<file path="config.mk">
export PLATFORM = sky130hd
export DESIGN_NAME = cprc_top
export DESIGN_NICKNAME = d
export VERILOG_FILES = /design/src/cprc_pkg.sv /design/src/cprc_top.sv
export VERILOG_INCLUDE_DIRS = /design/src /design/src/src
export SDC_FILE = /design/constraint.sdc
export NUM_CORES = 1
export LEC_CHECK = 0
export ABC_AREA = 1
export BUFFER_PORTS_ARGS = -buffer_cell sky130_fd_sc_hd__buf_2
export CORE_MARGIN = 2
export CORE_UTILIZATION = 41
export CTS_CLUSTER_DIAMETER = 120
export DETAILED_ROUTE_END_ITERATION = 10
export GPL_ROUTABILITY_DRIVEN = 0
export PLACE_DENSITY = 0.65
export SYNTH_ARGS = -nofsm -noshare
export SYNTH_HDL_FRONTEND = slang
export SYNTH_SLANG_ARGS = --single-unit
</file>
<file path="constraint.sdc">
create_clock -name hclk -period 5.3 [get_ports hclk]
set_input_delay 1.06 -clock hclk [delete_from_list [all_inputs] [get_ports hclk]]
set_output_delay 1.06 -clock hclk [all_outputs]
set_load 0.05 [all_outputs]
</file>
<file path="src/cprc_defs.svh">
/*
  register offsets, field positions, reset values and timing counts of the
  clock, power and reset controller. assumes a 125 mhz hclk.
*/
`ifndef CPRC_DEFS_SVH
`define CPRC_DEFS_SVH
// ----------------------------------------
// register offsets
// ----------------------------------------
`define CPRC_OFF_CLKSRC 12'h000
`define CPRC_OFF_PLLCFG 12'h004
`define CPRC_OFF_PLLCON 12'h008
`define CPRC_OFF_PLLSTAT 12'h00c
`define CPRC_OFF_CPUDIV 12'h010
`define CPRC_OFF_USBDIV 12'h014
`define CPRC_OFF_PCLKEN 12'h018
`define CPRC_OFF_PCLKDIV 12'h01c
`define CPRC_OFF_PWRMODE 12'h020
`define CPRC_OFF_OSCCTL 12'h024
`define CPRC_OFF_RSTSRC 12'h028
`define CPRC_OFF_BROWN 12'h02c
`define CPRC_OFF_BOOT 12'h030
// ----------------------------------------
// fields and reset values
// ----------------------------------------
`define CPRC_SRC_RC 2'h0
`define CPRC_SRC_MAIN 2'h1
`define CPRC_SRC_RTC 2'h2
`define CPRC_PLLCON_EN 0
`define CPRC_PLLCON_CONN 1
`define CPRC_PLLCFG_N_LSB 16
`define CPRC_BOOT_ADDR 32'h8100_0000
`define CPRC_BOOT_DATA_W 8'h10
`define CPRC_BOOT_ADDR_W 8'h18
`define CPRC_NPERIPH 8
// ----------------------------------------
// timing
// ----------------------------------------
`define CPRC_CLK_MHZ 125
`define CPRC_RC_MHZ 4
`define CPRC_RC_START_US 60
`define CPRC_SLEEP_RC_CYC 4
`define CPRC_SLEEP_MAIN_CYC 4096
`define CPRC_PD_RC_CYC 4
`define CPRC_PLL_LOCK_CYC 16'h0040
`endif

</file>
<file path="src/cprc_pkg.sv">
/*
  types of the clock, power and reset controller.
  assumes cprc_defs.svh is compiled alongside.
*/
package cprc_pkg;
  typedef enum logic [2:0] {
    CPRC_RUN = 3'b000,
    CPRC_IDLE = 3'b001,
    CPRC_SLEEP = 3'b011,
    CPRC_PDOWN = 3'b010,
    CPRC_WAKE = 3'b110
  } cprc_state_t;
  typedef struct packed {
    logic ext_n;
    logic watchdog;
    logic por;
    logic brown_rst;
  } cprc_rst_src_t;
  typedef struct packed {
    logic [31:0] addr;
    logic [7:0] data_w;
    logic [7:0] addr_w;
  } cprc_boot_t;
endpackage

</file>
<file path="src/cprc_top.sv">
/*
  clock, power-mode and reset control with an ahb-lite register slave.
  assumes analog oscillators and the pll sit outside: this block only drives
  their enables, selects and pll n and m values and reads their ready and lock levels.
*/
// Our own choices: the AHB-Lite slave port and the register addresses.
// Operation
// - after any reset the internal rc oscillator is the selected source
// - software selects pll source among main, rc and rtc oscillators
// - pll pre-divider value n programmable from 1 to 256
// - pll multiplier m programmable from 1 to 32768, feeding the detector
// - pll off and bypassed at reset and in power-down; software enables it
// - cpu clock is pll source unless pll both enabled and connected
// - each peripheral has its own divider and clock gate; here only the gates are driven out, the pclkdiv word is stored and read back
// - idle halts cpu until reset or interrupt; peripherals keep running
// - sleep stops main oscillator and clocks, gates rc output, rtc runs
// - sleep entry turns pll off, disconnects it, zeroes cpu and usb dividers
// - sleep ends only on reset or a clockless wake interrupt
// - sleep wake waits 4 cycles on rc, 4096 on main oscillator
// - power-down does what sleep does and also powers rc off
// - power-down wake on rc waits 60 us start-up then 4 rc cycles
// - wake-up timer holds off main oscillator use until it is proven
// - pin, watchdog, power-on and brownout resets each reset the chip
// - reset holds until pin released, oscillator running, fixed clocks passed; here the oscillator is not checked
// - boot fetches from 0x8100_0000 with 16 data and 24 address lines
// - brownout below 2.95 v raises an interrupt line and a status flag
// - brownout below 2.65 v resets the chip when software enabled it
`timescale 1ns/1ps
`default_nettype none
`include "cprc_defs.svh"
module cprc_top #(
  parameter int unsigned WAKE_COUNT = 4096,
  parameter int unsigned RC_START_CYC = (`CPRC_RC_START_US * `CPRC_CLK_MHZ)
) (
  // ahb-lite slave
  input wire logic hclk,
  input wire logic hresetn,
  input wire logic hsel,
  input wire logic [31:0] haddr,
  input wire logic [1:0] htrans,
  input wire logic hwrite,
  input wire logic [2:0] hsize,
  input wire logic [31:0] hwdata,
  input wire logic hready,
  output logic [31:0] hrdata,
  output logic hreadyout,
  output logic hresp,
  // reset sources, pins
  input wire logic reset_pin_n,
  input wire logic watchdog_unit_rst,
  input wire logic por_n,
  input wire logic brownout_detector_low1,
  input wire logic brownout_detector_low2,
  // oscillators and pll status, wake and cpu interrupts
  input wire logic main_osc_ok,
  input wire logic pll_locked,
  input wire logic wake_irq,
  input wire logic cpu_irq,
  // outputs to clocking, reset, boot and brownout
  output logic [1:0] pll_source_sel,
  output logic main_osc_en,
  output logic internal_rc_osc_pwr,
  output logic internal_rc_osc_out_en,
  output logic rtc_osc_en,
  output logic pll_enable,
  output logic pll_connect,
  output logic [7:0] pll_n_minus1,
  output logic [14:0] pll_m_minus1,
  output logic [7:0] cpu_clock_div,
  output logic [7:0] usb_clock_div,
  output logic cpu_clock_run,
  output logic [`CPRC_NPERIPH-1:0] periph_clk_en,
  output logic chip_reset_n,
  output cprc_pkg::cprc_boot_t boot_cfg,
  output logic brownout_irq
);
  localparam int unsigned RC_DIV = `CPRC_CLK_MHZ / `CPRC_RC_MHZ;
  localparam logic [15:0] PD_WAIT = 16'(RC_START_CYC + `CPRC_PD_RC_CYC * RC_DIV);

  // ----------------------------------------
  // input synchronisers
  // ----------------------------------------
  logic [2:0] rp_s_reg, po_s_reg, wd_s_reg, b1_s_reg, b2_s_reg, mo_s_reg, lk_s_reg, wk_s_reg, ci_s_reg;
  logic rp_reg, po_reg, wd_reg, b1_reg, b2_reg, mo_reg, lk_reg, wk_reg, ci_reg;
  function automatic logic filt(input logic [2:0] s, input logic prev);
    filt = (s[1] == s[2]) ? s[2] : prev;
  endfunction
  always_ff @(posedge hclk or negedge hresetn) begin
    if (!hresetn) begin
      // active-low pins start released, so leaving reset reports no false pin event
      {rp_s_reg, po_s_reg} <= 6'h3f;
      {rp_reg, po_reg} <= 2'h3;
      {wd_s_reg, b1_s_reg, b2_s_reg} <= '0;
      {mo_s_reg, lk_s_reg, wk_s_reg, ci_s_reg} <= '0;
      {wd_reg, b1_reg, b2_reg, mo_reg, lk_reg, wk_reg, ci_reg} <= '0;
    end else begin
      rp_s_reg <= {rp_s_reg[1:0], reset_pin_n};
      wd_s_reg <= {wd_s_reg[1:0], watchdog_unit_rst};
      b1_s_reg <= {b1_s_reg[1:0], brownout_detector_low1};
      b2_s_reg <= {b2_s_reg[1:0], brownout_detector_low2};
      mo_s_reg <= {mo_s_reg[1:0], main_osc_ok};
      lk_s_reg <= {lk_s_reg[1:0], pll_locked};
      wk_s_reg <= {wk_s_reg[1:0], wake_irq};
      ci_s_reg <= {ci_s_reg[1:0], cpu_irq};
      po_s_reg <= {po_s_reg[1:0], por_n};
      rp_reg <= filt(rp_s_reg, rp_reg);
      wd_reg <= filt(wd_s_reg, wd_reg);
      b1_reg <= filt(b1_s_reg, b1_reg);
      b2_reg <= filt(b2_s_reg, b2_reg);
      mo_reg <= filt(mo_s_reg, mo_reg);
      lk_reg <= filt(lk_s_reg, lk_reg);
      wk_reg <= filt(wk_s_reg, wk_reg);
      ci_reg <= filt(ci_s_reg, ci_reg);
      po_reg <= filt(po_s_reg, po_reg);
    end
  end

  // ----------------------------------------
  // reset sequencing
  // ----------------------------------------
  logic brown_rst_en_reg;
  logic rst_req;
  logic [15:0] rst_cnt_reg;
  logic chip_rst_reg;
  cprc_pkg::cprc_rst_src_t rst_flags_reg;
  // por_n also feeds hresetn outside; the filtered copy catches a dip the reset tree misses
  assign rst_req = !rp_reg || !po_reg || wd_reg || (b2_reg && brown_rst_en_reg);
  always_ff @(posedge hclk or negedge hresetn) begin
    if (!hresetn) begin
      chip_rst_reg <= 1'b1;
      rst_cnt_reg <= '0;
    end else if (rst_req) begin
      chip_rst_reg <= 1'b1;
      rst_cnt_reg <= '0;
    end else if (chip_rst_reg) begin
      // counting only once no reset source is asserted; the oscillator is not checked
      if (rst_cnt_reg == 16'(WAKE_COUNT - 1)) begin
        chip_rst_reg <= 1'b0;
      end else begin
        rst_cnt_reg <= rst_cnt_reg + 16'h0001;
      end
    end
  end
  assign chip_reset_n = !chip_rst_reg;
  logic ahb_clr_flags;
  always_ff @(posedge hclk or negedge hresetn) begin
    if (!hresetn) begin
      rst_flags_reg <= '{ext_n: 1'b0, watchdog: 1'b0, por: 1'b1, brown_rst: 1'b0};
    end else begin
      // set beats software clear
      rst_flags_reg.ext_n <= !rp_reg || (rst_flags_reg.ext_n && !ahb_clr_flags);
      rst_flags_reg.watchdog <= wd_reg || (rst_flags_reg.watchdog && !ahb_clr_flags);
      rst_flags_reg.por <= !po_reg || (rst_flags_reg.por && !ahb_clr_flags);
      rst_flags_reg.brown_rst <= (b2_reg && brown_rst_en_reg) || (rst_flags_reg.brown_rst && !ahb_clr_flags);
    end
  end
  assign boot_cfg = '{addr: `CPRC_BOOT_ADDR, data_w: `CPRC_BOOT_DATA_W, addr_w: `CPRC_BOOT_ADDR_W};

  // ----------------------------------------
  // register state
  // ----------------------------------------
  logic [1:0] src_reg;
  logic [7:0] n_reg;
  logic [14:0] m_reg;
  logic pll_en_reg, pll_conn_reg, main_en_reg, brown_irq_reg;
  logic [7:0] cpu_div_reg, usb_div_reg;
  logic [`CPRC_NPERIPH-1:0] pclk_en_reg;
  logic [31:0] pclk_div_reg;
  cprc_pkg::cprc_state_t state_reg;
  logic [15:0] wait_cnt_reg;
  logic [1:0] sleep_src_reg;
  logic mode_wr;
  logic [1:0] mode_req;
  logic wr_en;
  logic [11:0] wr_off;
  logic [31:0] wdat;
  logic entering_low;
  assign entering_low = mode_wr && (mode_req[1]);
  always_ff @(posedge hclk or negedge hresetn) begin
    if (!hresetn) begin
      src_reg <= `CPRC_SRC_RC;
      n_reg <= '0;
      m_reg <= '0;
      pll_en_reg <= 1'b0;
      pll_conn_reg <= 1'b0;
      main_en_reg <= 1'b0;
      cpu_div_reg <= '0;
      usb_div_reg <= '0;
      pclk_en_reg <= '1;
      pclk_div_reg <= '0;
      brown_rst_en_reg <= 1'b0;
    end else if (chip_rst_reg) begin
      src_reg <= `CPRC_SRC_RC;
      pll_en_reg <= 1'b0;
      pll_conn_reg <= 1'b0;
      main_en_reg <= 1'b0;
    end else if (entering_low) begin
      pll_en_reg <= 1'b0;
      pll_conn_reg <= 1'b0;
      cpu_div_reg <= '0;
      usb_div_reg <= '0;
    end else if (wr_en) begin
      unique case (wr_off)
        `CPRC_OFF_CLKSRC: src_reg <= (wdat[1:0] == 2'h3) ? src_reg : wdat[1:0];
        `CPRC_OFF_PLLCFG: begin
          m_reg <= wdat[14:0];
          n_reg <= wdat[`CPRC_PLLCFG_N_LSB +: 8];
        end
        `CPRC_OFF_PLLCON: begin
          pll_en_reg <= wdat[`CPRC_PLLCON_EN];
          // connect only takes with lock and enable
          pll_conn_reg <= wdat[`CPRC_PLLCON_CONN] && wdat[`CPRC_PLLCON_EN] && lk_reg;
        end
        `CPRC_OFF_CPUDIV: cpu_div_reg <= wdat[7:0];
        `CPRC_OFF_USBDIV: usb_div_reg <= wdat[7:0];
        `CPRC_OFF_PCLKEN: pclk_en_reg <= wdat[`CPRC_NPERIPH-1:0];
        `CPRC_OFF_PCLKDIV: pclk_div_reg <= wdat;
        `CPRC_OFF_OSCCTL: main_en_reg <= wdat[0];
        `CPRC_OFF_BROWN: brown_rst_en_reg <= wdat[1];
        default: ;
      endcase
    end
  end

  // ----------------------------------------
  // power mode machine
  // ----------------------------------------
  always_ff @(posedge hclk or negedge hresetn) begin
    if (!hresetn) begin
      state_reg <= cprc_pkg::CPRC_RUN;
      wait_cnt_reg <= '0;
      sleep_src_reg <= `CPRC_SRC_RC;
    end else if (chip_rst_reg) begin
      state_reg <= cprc_pkg::CPRC_RUN;
    end else begin
      unique case (state_reg)
        cprc_pkg::CPRC_RUN: begin
          if (mode_wr) begin
            sleep_src_reg <= src_reg;
            unique case (mode_req)
              2'h1: state_reg <= cprc_pkg::CPRC_IDLE;
              2'h2: state_reg <= cprc_pkg::CPRC_SLEEP;
              2'h3: state_reg <= cprc_pkg::CPRC_PDOWN;
              default: ;
            endcase
          end
        end
        cprc_pkg::CPRC_IDLE: if (ci_reg || wk_reg) state_reg <= cprc_pkg::CPRC_RUN;
        cprc_pkg::CPRC_SLEEP: if (wk_reg) begin
          state_reg <= cprc_pkg::CPRC_WAKE;
          wait_cnt_reg <= (sleep_src_reg == `CPRC_SRC_MAIN) ? 16'(`CPRC_SLEEP_MAIN_CYC - 1)
                                                            : 16'(`CPRC_SLEEP_RC_CYC * RC_DIV - 1);
        end
        cprc_pkg::CPRC_PDOWN: if (wk_reg) begin
          state_reg <= cprc_pkg::CPRC_WAKE;
          wait_cnt_reg <= (sleep_src_reg == `CPRC_SRC_MAIN) ? 16'(WAKE_COUNT - 1)
                                                            : PD_WAIT - 16'h0001;
        end
        cprc_pkg::CPRC_WAKE: begin
          // main oscillator counting waits while its filtered ok level is low
          if (sleep_src_reg == `CPRC_SRC_MAIN && !mo_reg) begin
            wait_cnt_reg <= wait_cnt_reg;
          end else if (wait_cnt_reg == 16'h0000) begin
            state_reg <= cprc_pkg::CPRC_RUN;
          end else begin
            wait_cnt_reg <= wait_cnt_reg - 16'h0001;
          end
        end
        default: state_reg <= cprc_pkg::CPRC_RUN;
      endcase
    end
  end

  // ----------------------------------------
  // brownout interrupt line
  // ----------------------------------------
  always_ff @(posedge hclk or negedge hresetn) begin
    if (!hresetn) brown_irq_reg <= 1'b0;
    else brown_irq_reg <= b1_reg;
  end
  assign brownout_irq = brown_irq_reg;

  // ----------------------------------------
  // main oscillator wake-up timer
  // ----------------------------------------
  // the filtered ok level can flicker during start-up, so a fixed count follows it
  logic [15:0] osc_cnt_reg;
  logic main_ready_reg;
  always_ff @(posedge hclk or negedge hresetn) begin
    if (!hresetn) begin
      osc_cnt_reg <= '0;
      main_ready_reg <= 1'b0;
    end else if (!main_osc_en || !mo_reg) begin
      osc_cnt_reg <= '0;
      main_ready_reg <= 1'b0;
    end else if (osc_cnt_reg == 16'(WAKE_COUNT - 1)) begin
      main_ready_reg <= 1'b1;
    end else begin
      osc_cnt_reg <= osc_cnt_reg + 16'h0001;
    end
  end

  // ----------------------------------------
  // clock outputs
  // ----------------------------------------
  logic low_pwr;
  assign low_pwr = (state_reg == cprc_pkg::CPRC_SLEEP) || (state_reg == cprc_pkg::CPRC_PDOWN);
  assign pll_source_sel = src_reg;
  // main oscillator unusable until proven after start
  assign main_osc_en = main_en_reg && !low_pwr && !chip_rst_reg;
  assign internal_rc_osc_pwr = state_reg != cprc_pkg::CPRC_PDOWN;
  assign internal_rc_osc_out_en = !low_pwr;
  assign rtc_osc_en = 1'b1;
  assign pll_enable = pll_en_reg;
  assign pll_connect = pll_en_reg && pll_conn_reg;
  assign pll_n_minus1 = n_reg;
  assign pll_m_minus1 = m_reg;
  assign cpu_clock_div = cpu_div_reg;
  assign usb_clock_div = usb_div_reg;
  assign cpu_clock_run = (state_reg == cprc_pkg::CPRC_RUN) && !chip_rst_reg
                         && (src_reg != `CPRC_SRC_MAIN || main_ready_reg);
  assign periph_clk_en = (low_pwr || state_reg == cprc_pkg::CPRC_WAKE) ? '0 : pclk_en_reg;

  // ----------------------------------------
  // ahb-lite slave
  // ----------------------------------------
  logic ph_wr_reg, ph_rd_reg;
  logic [11:0] ph_off_reg;
  logic [31:0] rdata_reg;
  logic acc;
  assign acc = hsel && hready && htrans[1];
  always_ff @(posedge hclk or negedge hresetn) begin
    if (!hresetn) begin
      ph_wr_reg <= 1'b0;
      ph_rd_reg <= 1'b0;
      ph_off_reg <= '0;
    end else begin
      ph_wr_reg <= acc && hwrite;
      ph_rd_reg <= acc && !hwrite;
      ph_off_reg <= haddr[11:0];
    end
  end
  assign wr_en = ph_wr_reg;
  assign wr_off = ph_off_reg;
  assign wdat = hwdata;
  assign mode_wr = ph_wr_reg && ph_off_reg == `CPRC_OFF_PWRMODE && wdat[1:0] != 2'h0
                   && state_reg == cprc_pkg::CPRC_RUN && !chip_rst_reg;
  assign mode_req = wdat[1:0];
  assign ahb_clr_flags = ph_wr_reg && ph_off_reg == `CPRC_OFF_RSTSRC;
  always_ff @(posedge hclk or negedge hresetn) begin
    if (!hresetn) begin
      rdata_reg <= '0;
    end else if (acc && !hwrite) begin
      unique case (haddr[11:0])
        `CPRC_OFF_CLKSRC: rdata_reg <= {30'h0, src_reg};
        `CPRC_OFF_PLLCFG: rdata_reg <= {8'h0, n_reg, 1'b0, m_reg};
        `CPRC_OFF_PLLCON: rdata_reg <= {30'h0, pll_conn_reg, pll_en_reg};
        `CPRC_OFF_PLLSTAT: rdata_reg <= {29'h0, lk_reg, pll_conn_reg, pll_en_reg};
        `CPRC_OFF_CPUDIV: rdata_reg <= {24'h0, cpu_div_reg};
        `CPRC_OFF_USBDIV: rdata_reg <= {24'h0, usb_div_reg};
        `CPRC_OFF_PCLKEN: rdata_reg <= {24'h0, pclk_en_reg};
        `CPRC_OFF_PCLKDIV: rdata_reg <= pclk_div_reg;
        `CPRC_OFF_PWRMODE: rdata_reg <= {29'h0, state_reg};
        `CPRC_OFF_OSCCTL: rdata_reg <= {30'h0, mo_reg, main_en_reg};
        `CPRC_OFF_RSTSRC: rdata_reg <= {28'h0, rst_flags_reg};
        `CPRC_OFF_BROWN: rdata_reg <= {30'h0, brown_rst_en_reg, b1_reg};
        `CPRC_OFF_BOOT: rdata_reg <= `CPRC_BOOT_ADDR;
        default: rdata_reg <= 32'h0000_0000;
      endcase
    end
  end
  assign hrdata = rdata_reg;
  assign hreadyout = 1'b1;
  assign hresp = 1'b0;
endmodule
`default_nettype wire

</file>
==> results.json, run 1 <==
{
  "dpl_cell_area_um2": 11700,
  "die-width_um": 167,
  "hold_viol": 0,
  "skew_ns": 0.0106,
  "hp-class": "flop to flop",
  "dr.pass1.iters": 5,
  "reg2reg_to": "pclk_div_reg[17]",
  "reg2reg_slack_ns": 2.34,
  "rsz0062_at_grt": "false",
  "vias": 9240,
  "clkTransAtPathRegs_ns": 0.06,
  "viasPerCell": 5.01,
  "slowest_stage": "dfrtp_1",
  "p_leak_nw": 6.62,
  "crit_arrival_ns": 2.31,
  "die_y_um": 167,
  "rows": 59,
  "power_w": 0.00390,
  "fmax_mhz": 296,
  "clkSinkCount": 226,
  "ys_ff_latch": 226,
  "layout_min_cycle_time_ns": 3.37,
  "tns_ns": 0,
  "tritoncts": "built",
  "post_cts_buffers": 0,
  "worst-path-buf-inv": 4,
  "critPathCaptureType": "output pin",
  "mostFrequentLayoutCells": "nand2_1, dfrtp_1, buf_2",
  "io-pin-count": 223,
  "met3_usage": 0.0328,
  "grt_max_degree": 117,
  "fin_nets": 1575,
  "max_slew_margin": 0.236,
  "cts-root-buf": "clkbuf_16",
  "grt_usage": 0.202,
  "gr-total-overflow": 0,
  "synth_area_um2": 10900,
  "drc": 0,
  "synth_cell_types": 40,
  "drive_gt1_frac": 0.159,
  "grt_pass1_wl_um": 46200,
  "reg2regPathDepth": 9,
  "nFillCells": 2533,
  "core_um2": 26100,
  "synth_seq_area_share": 0.522,
  "postSynth.asyncResetShare": 1.00,
  "clkLatencyLatePin_ns": 0.52,
  "maxSlewViolCount": 0,
  "powerDensity_nw_per_um2": 308,
  "synthCells": 1345,
  "tightest_slew_ns": 1.14,
  "antenna_left": 0,
  "wl_um": 28500,
  "start_util": 0.418,
  "required_ns": 4.24,
  "fin_crit_sh": 0.636,
  "ys_warn_count": 0,
  "grt_pass1_vias": 8892,
  "synthFlopType": "dfrtp_1",
  "final_common_cell": "nand2_1",
  "min_from": "wk_s_reg[0]",
  "r2r_start": "chip_rst_reg",
  "hold_end": "wk_s_reg[1]",
  "synthToLayoutAreaGrowth_pct": 16.6,
  "grt_antenna_before_repair": 2,
  "critPathMostFrequentCell": "inv_1",
  "busiest_layer": "met2",
  "gr-usage-met2": 0.335,
  "postCtsResizedCells": 0,
  "clockBufferDepth": 3,
  "hpwl_um": 19800,
  "critical_path.top_delay_family": "buffers and inverters",
  "path_cells": "inv_1 -> nand2_1 -> inv_1 -> nor2_1 -> inv_1 -> nor2_1 -> buf_2",
  "cts_inserted_buffers": 26,
  "outcome": "finished clean",
  "postLayoutCellArea_um2": 12700,
  "worstSetupPathType": "flop to output pin",
  "io_buffers": 147,
  "routedWlPerCell_um": 15.4,
  "synth_enable_flop_cells": 0,
  "cap_violations": 0,
  "worstHoldPathCells": 0,
  "hold_buffers": 0,
  "max_stage_delay_ns": 0.45,
  "drt_iter0_drc": 542,
  "critPathMaxFanout": 8,
  "grt_util_met1": 0.274,
  "ir_drop_mv": 0.222,
  "h-tree-depth": 1,
  "setup_violations": 0,
  "avgSynthCellArea_um2": 8.09,
  "dieArea_um2": 27900,
  "cp-start-kind": "flop"
}
cell usage after synthesis (3+ instances only):
cell type  count  area [um2]
a21oi_1       28         140
a31oi_1        4        25.0
buf_2         17        85.1
buf_4         52         390
buf_6          3        33.8
clkbuf_1      13        48.8
dfrtp_1      208        5200
dfstp_2       18         473
ha_1           4        50.1
inv_1        122         458
maj3_1         9        90.1
nand2_1      402        1510
nand3_1      121         606
nand4_1       35         219
nor2_1       133         499
nor2_2         7        43.8
nor3_1        19        95.1
nor3_2         4        40.0
nor4_1         3        18.8
o211ai_1       4        30.0
o21ai_0       73         365
o21ai_1       26         130
xnor2_1        3        26.3
xor2_1        13         114
worst register-to-register path, delay by kind of cell, from the launching register on:
| kind | cells | cell delay [ns] |
|---|---|---|
| simple gates | 7 | 1.33 |
| flops | 1 | 0.66 |
| buf+inv | 2 | 0.86 |
final cells by class:
| type | instances | area [um2] | area share |
|---|---|---|---|
| Timing Repair Buffer | 153 | 803 | 0.0633 |
| Antenna cell | 3 | 7.51 | 0.000592 |
| Inverter | 126 | 473 | 0.0373 |
| Clock inverter | 14 | 185 | 0.0146 |
| Sequential cell | 226 | 5680 | 0.447 |
| Tap cell | 335 | 419 | 0.0330 |
| Multi-Input combinational cell | 955 | 4360 | 0.344 |
| Clock buffer | 34 | 762 | 0.0601 |
power by group:
part           total [W]  internal (W)  switching [W]
Clock            0.00194       0.00121       0.000735
Sequential       0.00177       0.00175      0.0000153
Combinational   0.000192     0.0000304       0.000161
per-stage QoR:
stage	utilization	hold WS [ns]	std cells	setup WS [ns]
after detailed placement	0.450	0.337	1795	1.85
after global placement	0.450	0.334	1795	1.90
after global routing	0.487	0.358	1845	1.78
after CTS	0.487	0.351	1843	1.92
after floorplan	-	0.331	1394	2.59
final	0.487	0.347	1846	1.93
worst max path at each step:
stage	from	endpoint	slack, ns	depth (start not counted)
floorplan	pll_source_sel[1]	cpu_clock_run	2.59	2
global placement	hwdata[1]	pclk_div_reg[11]	1.90	9
detailed placement	hwdata[1]	pclk_div_reg[4]	1.85	9
CTS	state_reg[0]	periph_clk_en[3]	1.92	7
global route	state_reg[0]	periph_clk_en[3]	1.78	7
finish	state_reg[0]	periph_clk_en[1]	1.93	7
routing by layer:
metal | vias up | wire [um] | share of wire
met4 | 0 | 558 | 0.020
met3 | 44 | 1730 | 0.061
met1 | 4387 | 12700 | 0.45
met2 | 287 | 13500 | 0.47
li1 | 4522 | - | -
met5 | - | 0 | 0
kinds of logic (layout without fill, tap and decap cells):
logic type	count (synthesis)	count (layout)	share of synthesized area
compound gates	141	141	0.0676
xor+xnor	16	16	0.0129
fa+ha+maj	13	13	0.0129
buf+inv	213	327	0.0954
flops	226	226	0.522
other cells	2	54	0.000690
simple gates	734	734	0.289
Note: power is estimated with default switching activity, not from simulation.
==> inputs of run 2 (changes only) <==
- PLACE_DENSITY: 0.65 -> 0.67
- clock period: 5.3 -> 2.8 ns (I/O delays scaled with it)
==> results.json, run 2 (synthesis gave the netlist of run 1 again) <==
{
  "outcome": "finished with violations",
  "violations": "hold timing",
  "grt_pass1_wl_um": 46500,
  "p_int_w": 0.00584,
  "wl_um": 28500,
  "dieArea_um2": 27900,
  "fmax_mhz": 383,
  "clockBufferDepth": 3,
  "drt_iter0_drc": 673,
  "grt_pass1_vias": 8881,
  "pwr-share-comb": 0.049,
  "max_slew_margin": 0.591,
  "die_y_um": 167,
  "max_stage_delay_ns": 0.46,
  "skew_ns": 0.0209,
  "layout_min_cycle_time_ns": 2.61,
  "grt_antenna_before_repair": 2,
  "cap_violations": 0,
  "clkLatencyLatePin_ns": 0.54,
  "grt_max_degree": 78,
  "antenna_left": 0,
  "grt_usage": 0.203,
  "ir_drop_mv": 0.471,
  "io_buffers": 147,
  "start_util": 0.418,
  "worst-path-buf-inv": 3,
  "power_frac_clock": 0.510,
  "critPathMaxFanout": 8,
  "dr.pass1.iters": 5,
  "hpwl_um": 20100,
  "hold_viol": 4,
  "required_ns": 2.24,
  "cts_inserted_buffers": 27,
  "clkTransAtPathRegs_ns": 0.06,
  "power_switching_w": 0.00175,
  "hp-class": "primary input to asynchronous set/reset pin",
  "critical_path.top_delay_family": "simple AND/OR/NAND/NOR gates",
  "die-width_um": 167,
  "fin_hold_ws_ns": -0.0105,
  "clkSinkCount": 226,
  "vias": 9388,
  "p_sw_frac": 0.230,
  "p_leak_nw": 6.75,
  "tns_ns": 0,
  "mostFrequentLayoutCells": "nand2_1, dfrtp_1, buf_2",
  "tritoncts": "built",
  "worstSetupPathType": "flop to output pin",
  "drive_gt1_frac": 0.172,
  "nFillCells": 2518,
  "drc": 0,
  "fin_nets": 1595,
  "io-pin-count": 223,
  "routedWlPerCell_um": 15.3,
  "cp-start-kind": "flop",
  "path_cells": "nand2_2 -> inv_1 -> nor2_2 -> inv_2 -> nor2_1 -> clkbuf_4",
  "gr-total-overflow": 0,
  "maxSlewViolCount": 0,
  "fin_crit_sh": 0.933,
  "core_um2": 26100,
  "critPathCaptureType": "output pin",
  "setup_violations": 0,
  "slowest_stage": "dfrtp_1",
  "viasPerCell": 5.03,
  "powerDensity_nw_per_um2": 587,
  "final_common_cell": "nand2_1",
  "rows": 59,
  "tightest_slew_ns": 0.614,
  "h-tree-depth": 1,
  "seqPwrFrac": 0.441,
  "rsz0062_at_grt": "false",
  "cts-root-buf": "clkbuf_16",
  "synthToLayoutAreaGrowth_pct": 18.7,
  "crit_arrival_ns": 2.05
}
-- run 2: cell count changes in the layout (fill, tap and decap cells not counted), sizes merged --
cell,change
inv,+1
clkbuf,+2
buf,+17
clkinvlp,-1
bufinv,+2
diode,-2
-- run 2: final cells by class --
cell class / instances / area, um2 / share of cell area
antenna: 1 / 2.50 / 0.000194
tap: 335 / 419 / 0.0324
inverter: 126 / 473 / 0.0366
timing repair buffer: 172 / 988 / 0.0765
clock inverter: 16 / 246 / 0.0191
multi-input combinational: 955 / 4370 / 0.338
clock buffer: 34 / 752 / 0.0582
sequential: 226 / 5680 / 0.439
-- run 2: stage by stage --
step | std cells | cell area (um2) | total power (W) | utilization | setup slack [ns]
3_5_place_dp | 1814 | 11900 | 0.00378 | 0.457 | 0.454
2_1_floorplan | 1394 | 11100 | 0.00367 | - | 0.593
5_1_grt | 1865 | 12900 | 0.00784 | 0.496 | 0.0823
3_3_place_gp | 1814 | 11900 | 0.00378 | 0.457 | 0.460
4_1_cts | 1864 | 12900 | 0.00767 | 0.496 | 0.0554
6_report | 1865 | 12900 | 0.00759 | 0.496 | 0.188
-- run 2: final timing paths --
path / start / slack [ns] / cells after the start / endpoint
hold / removal: hresetn / -0.01 / 1 / osc_cnt_reg[0]
min in group hclk: reset_pin_n / 0.12 / 1 / rp_s_reg[0]
hold reg to reg: wd_s_reg[0] / 0.35 / 0 / wd_s_reg[1]
setup / recovery: state_reg[1] / 0.19 / 6 / periph_clk_en[5]
setup reg to reg: state_reg[1] / 0.55 / 9 / wait_cnt_reg[11]
max in group asynchronous: hresetn / 2.09 / 2 / hrdata[17]
-- run 2: metal layers --
layer  up-vias  GRT usage  routed length, um
met2       313      0.329              13300
li1       4548          -                  -
met1      4476      0.282              12600
met5         -          0                 12
met3        49     0.0378               1960
met4         2     0.0525                613
-- run 2: power groups by stage --
| stage | sequential (W) | combinational, W | clock, W |
|---|---|---|---|
| 3_3_place_gp | 0.00340 | 0.000377 | 0 |
| 4_1_cts | 0.00335 | 0.000380 | 0.00394 |
| 2_1_floorplan | 0.00340 | 0.000265 | 0 |
| 6_report | 0.00335 | 0.000375 | 0.00387 |
| 3_5_place_dp | 0.00340 | 0.000380 | 0 |
| 5_1_grt | 0.00335 | 0.000410 | 0.00408 |
-- run 2: worst reg2reg max path, stage by stage, from the launching register on --
cell and delay (ns):
dfrtp_1 0.47, inv_1 0.09, nor2_1 0.27, nor2_2 0.12, nor3_1 0.20, nand2_1 0.12, nand2_1 0.39, o21ai_0 0.28
nor2_1 0.15, nor2_1 0.05
-- run 2: timing repair --
item	CTS	global route
buffers inserted	0	0
hold buffers	0	0
endpoints found under the setup margin	8	3
gates resized for setup	2	3
==> inputs of run 3 (changes only) <==
- PLACE_DENSITY: 0.67 -> 0.65
- clock period: 2.8 -> 2.9 ns (I/O delays scaled with it)
==> results.json, run 3 (synthesis gave the netlist of run 1 again) <==
{
  "maxSlewViolCount": 0,
  "tightest_slew_ns": 0.793,
  "clkLatencyLatePin_ns": 0.52,
  "clkTransAtPathRegs_ns": 0.06,
  "worstSetupPathType": "flop to output pin",
  "setup_violations": 0,
  "worst-path-buf-inv": 3,
  "cp-start-kind": "flop",
  "grt_antenna_before_repair": 5,
  "fmax_mhz": 363,
  "p_leak_nw": 6.70,
  "outcome": "finished clean",
  "path_cells": "nand2_1 -> inv_1 -> nor2_2 -> inv_2 -> nor2_1 -> buf_2",
  "layout_min_cycle_time_ns": 2.76,
  "crit_arrival_ns": 2.18,
  "hp-class": "primary input to flop",
  "vias": 9400,
  "grt_max_degree": 65,
  "rsz0062_at_grt": "false",
  "final_common_cell": "nand2_1",
  "skew_ns": 0.00865,
  "tritoncts": "built",
  "dieArea_um2": 27900,
  "cts-root-buf": "clkbuf_16",
  "grt_usage": 0.203,
  "drt_iter0_drc": 650,
  "gr-total-overflow": 0,
  "rows": 59,
  "clockBufferDepth": 3,
  "critPathMaxFanout": 8,
  "fin_crit_sh": 0.950,
  "cts_inserted_buffers": 26,
  "hold_viol": 0,
  "fin_nets": 1594,
  "clkSinkCount": 226,
  "io_buffers": 147,
  "critPathCaptureType": "output pin",
  "wl_um": 28700,
  "grt_pass1_vias": 8953,
  "dr.pass1.iters": 5,
  "start_util": 0.418,
  "required_ns": 2.32,
  "grt_pass1_wl_um": 46500,
  "tns_ns": 0,
  "h-tree-depth": 1,
  "mostFrequentLayoutCells": "nand2_1, dfrtp_1, buf_2",
  "cap_violations": 0,
  "drc": 0,
  "ir_drop_mv": 0.604,
  "hpwl_um": 20500,
  "nFillCells": 2512,
  "slowest_stage": "dfrtp_1",
  "powerDensity_nw_per_um2": 552,
  "drive_gt1_frac": 0.166,
  "die_y_um": 167,
  "synthToLayoutAreaGrowth_pct": 17.8,
  "max_stage_delay_ns": 0.45,
  "fin_hold_ws_ns": 0.154,
  "die-width_um": 167,
  "io-pin-count": 223,
  "max_slew_margin": 0.470,
  "routedWlPerCell_um": 15.4,
  "viasPerCell": 5.04,
  "antenna_left": 0,
  "critical_path.top_delay_family": "simple AND/OR/NAND/NOR gates",
  "core_um2": 26100
}
-- run 3: cell types whose count changed in the layout (fill, tap and decap cells not counted) --
cell,before,now
buf_2,144,146
nand2_1,401,402
clkinv_2,5,3
diode_2,1,3
nand2_2,3,2
inv_6,2,1
buf_12,4,2
buf_4,21,22
dlygate4sd3_1,0,1
clkinv_4,1,0
bufinv_16,6,4
clkinvlp_4,2,0
clkbuf_1,2,8
clkbuf_4,2,0
-- run 3: stage by stage --
step                      cells  power [W]  cell area (um2)  worst slack [ns]   util
after global routing       1864    0.00732            12800            0.0300  0.492
final                      1865    0.00708            12800             0.144  0.492
after floorplan            1394    0.00354            11100             0.674      -
after global placement     1813    0.00365            11900             0.492  0.456
after CTS                  1862    0.00715            12800            0.0195  0.492
after detailed placement   1813    0.00365            11900             0.493  0.456
-- run 3: repair_timing --
action,4_1_cts,5_1_grt
gates resized for setup,1,1
endpoints found under the setup margin,8,8
setup buffers,0,0
endpoints found under the hold margin,9,0
hold buffers,1,0
-- run 3: path summary, 6_finish.rpt --
check / startpoint / to / slack, ns / cells after the start
max: state_reg[1] / periph_clk_en[7] / 0.14 / 6
min: por_n / po_s_reg[0] / 0.15 / 1
max reg2reg: chip_rst_reg / pclk_div_reg[10] / 0.67 / 9
min reg2reg: mo_s_reg[0] / mo_s_reg[1] / 0.34 / 0
max in group asynchronous: hresetn / pll_m_minus1[2] / 1.58 / 3
min in group asynchronous: hresetn / osc_cnt_reg[7] / 0.58 / 2
-- run 3: worst register-to-register path, cell delays in order (launching register included) --
cell,delay (ns)
dfstp_2,0.66
inv_2,0.19
nand2_1,0.19
nor2_2,0.07
nand4_4,0.10
nand2_4,0.09
inv_2,0.28
nand2_4,0.31
nand2_1,0.16
nand2_1,0.07
-- run 3: final cells by class --
cell class,count,area (um2),area share
diodes,3,7.51,0.000586
clock buffers,40,774,0.0604
flip-flops and latches,226,5680,0.443
well taps,335,419,0.0327
clock inverters,8,144,0.0112
inverters,126,473,0.0369
repair buffers,172,961,0.0750
multi-input cells,955,4360,0.340
-- run 3: metal layers --
metal,GRT usage,wire (um),share of wire
met1,0.267,12300,0.43
met2,0.339,13500,0.47
met3,0.0368,1910,0.067
met4,0.0682,894,0.031
met5,0,27,0.00094
-- run 3: power by group --
part / switching, W / internal [W]
Sequential: 0.0000282 / 0.00320
Combinational: 0.000297 / 0.0000630
Clock: 0.00129 / 0.00219
Total: 0.00162 / 0.00546
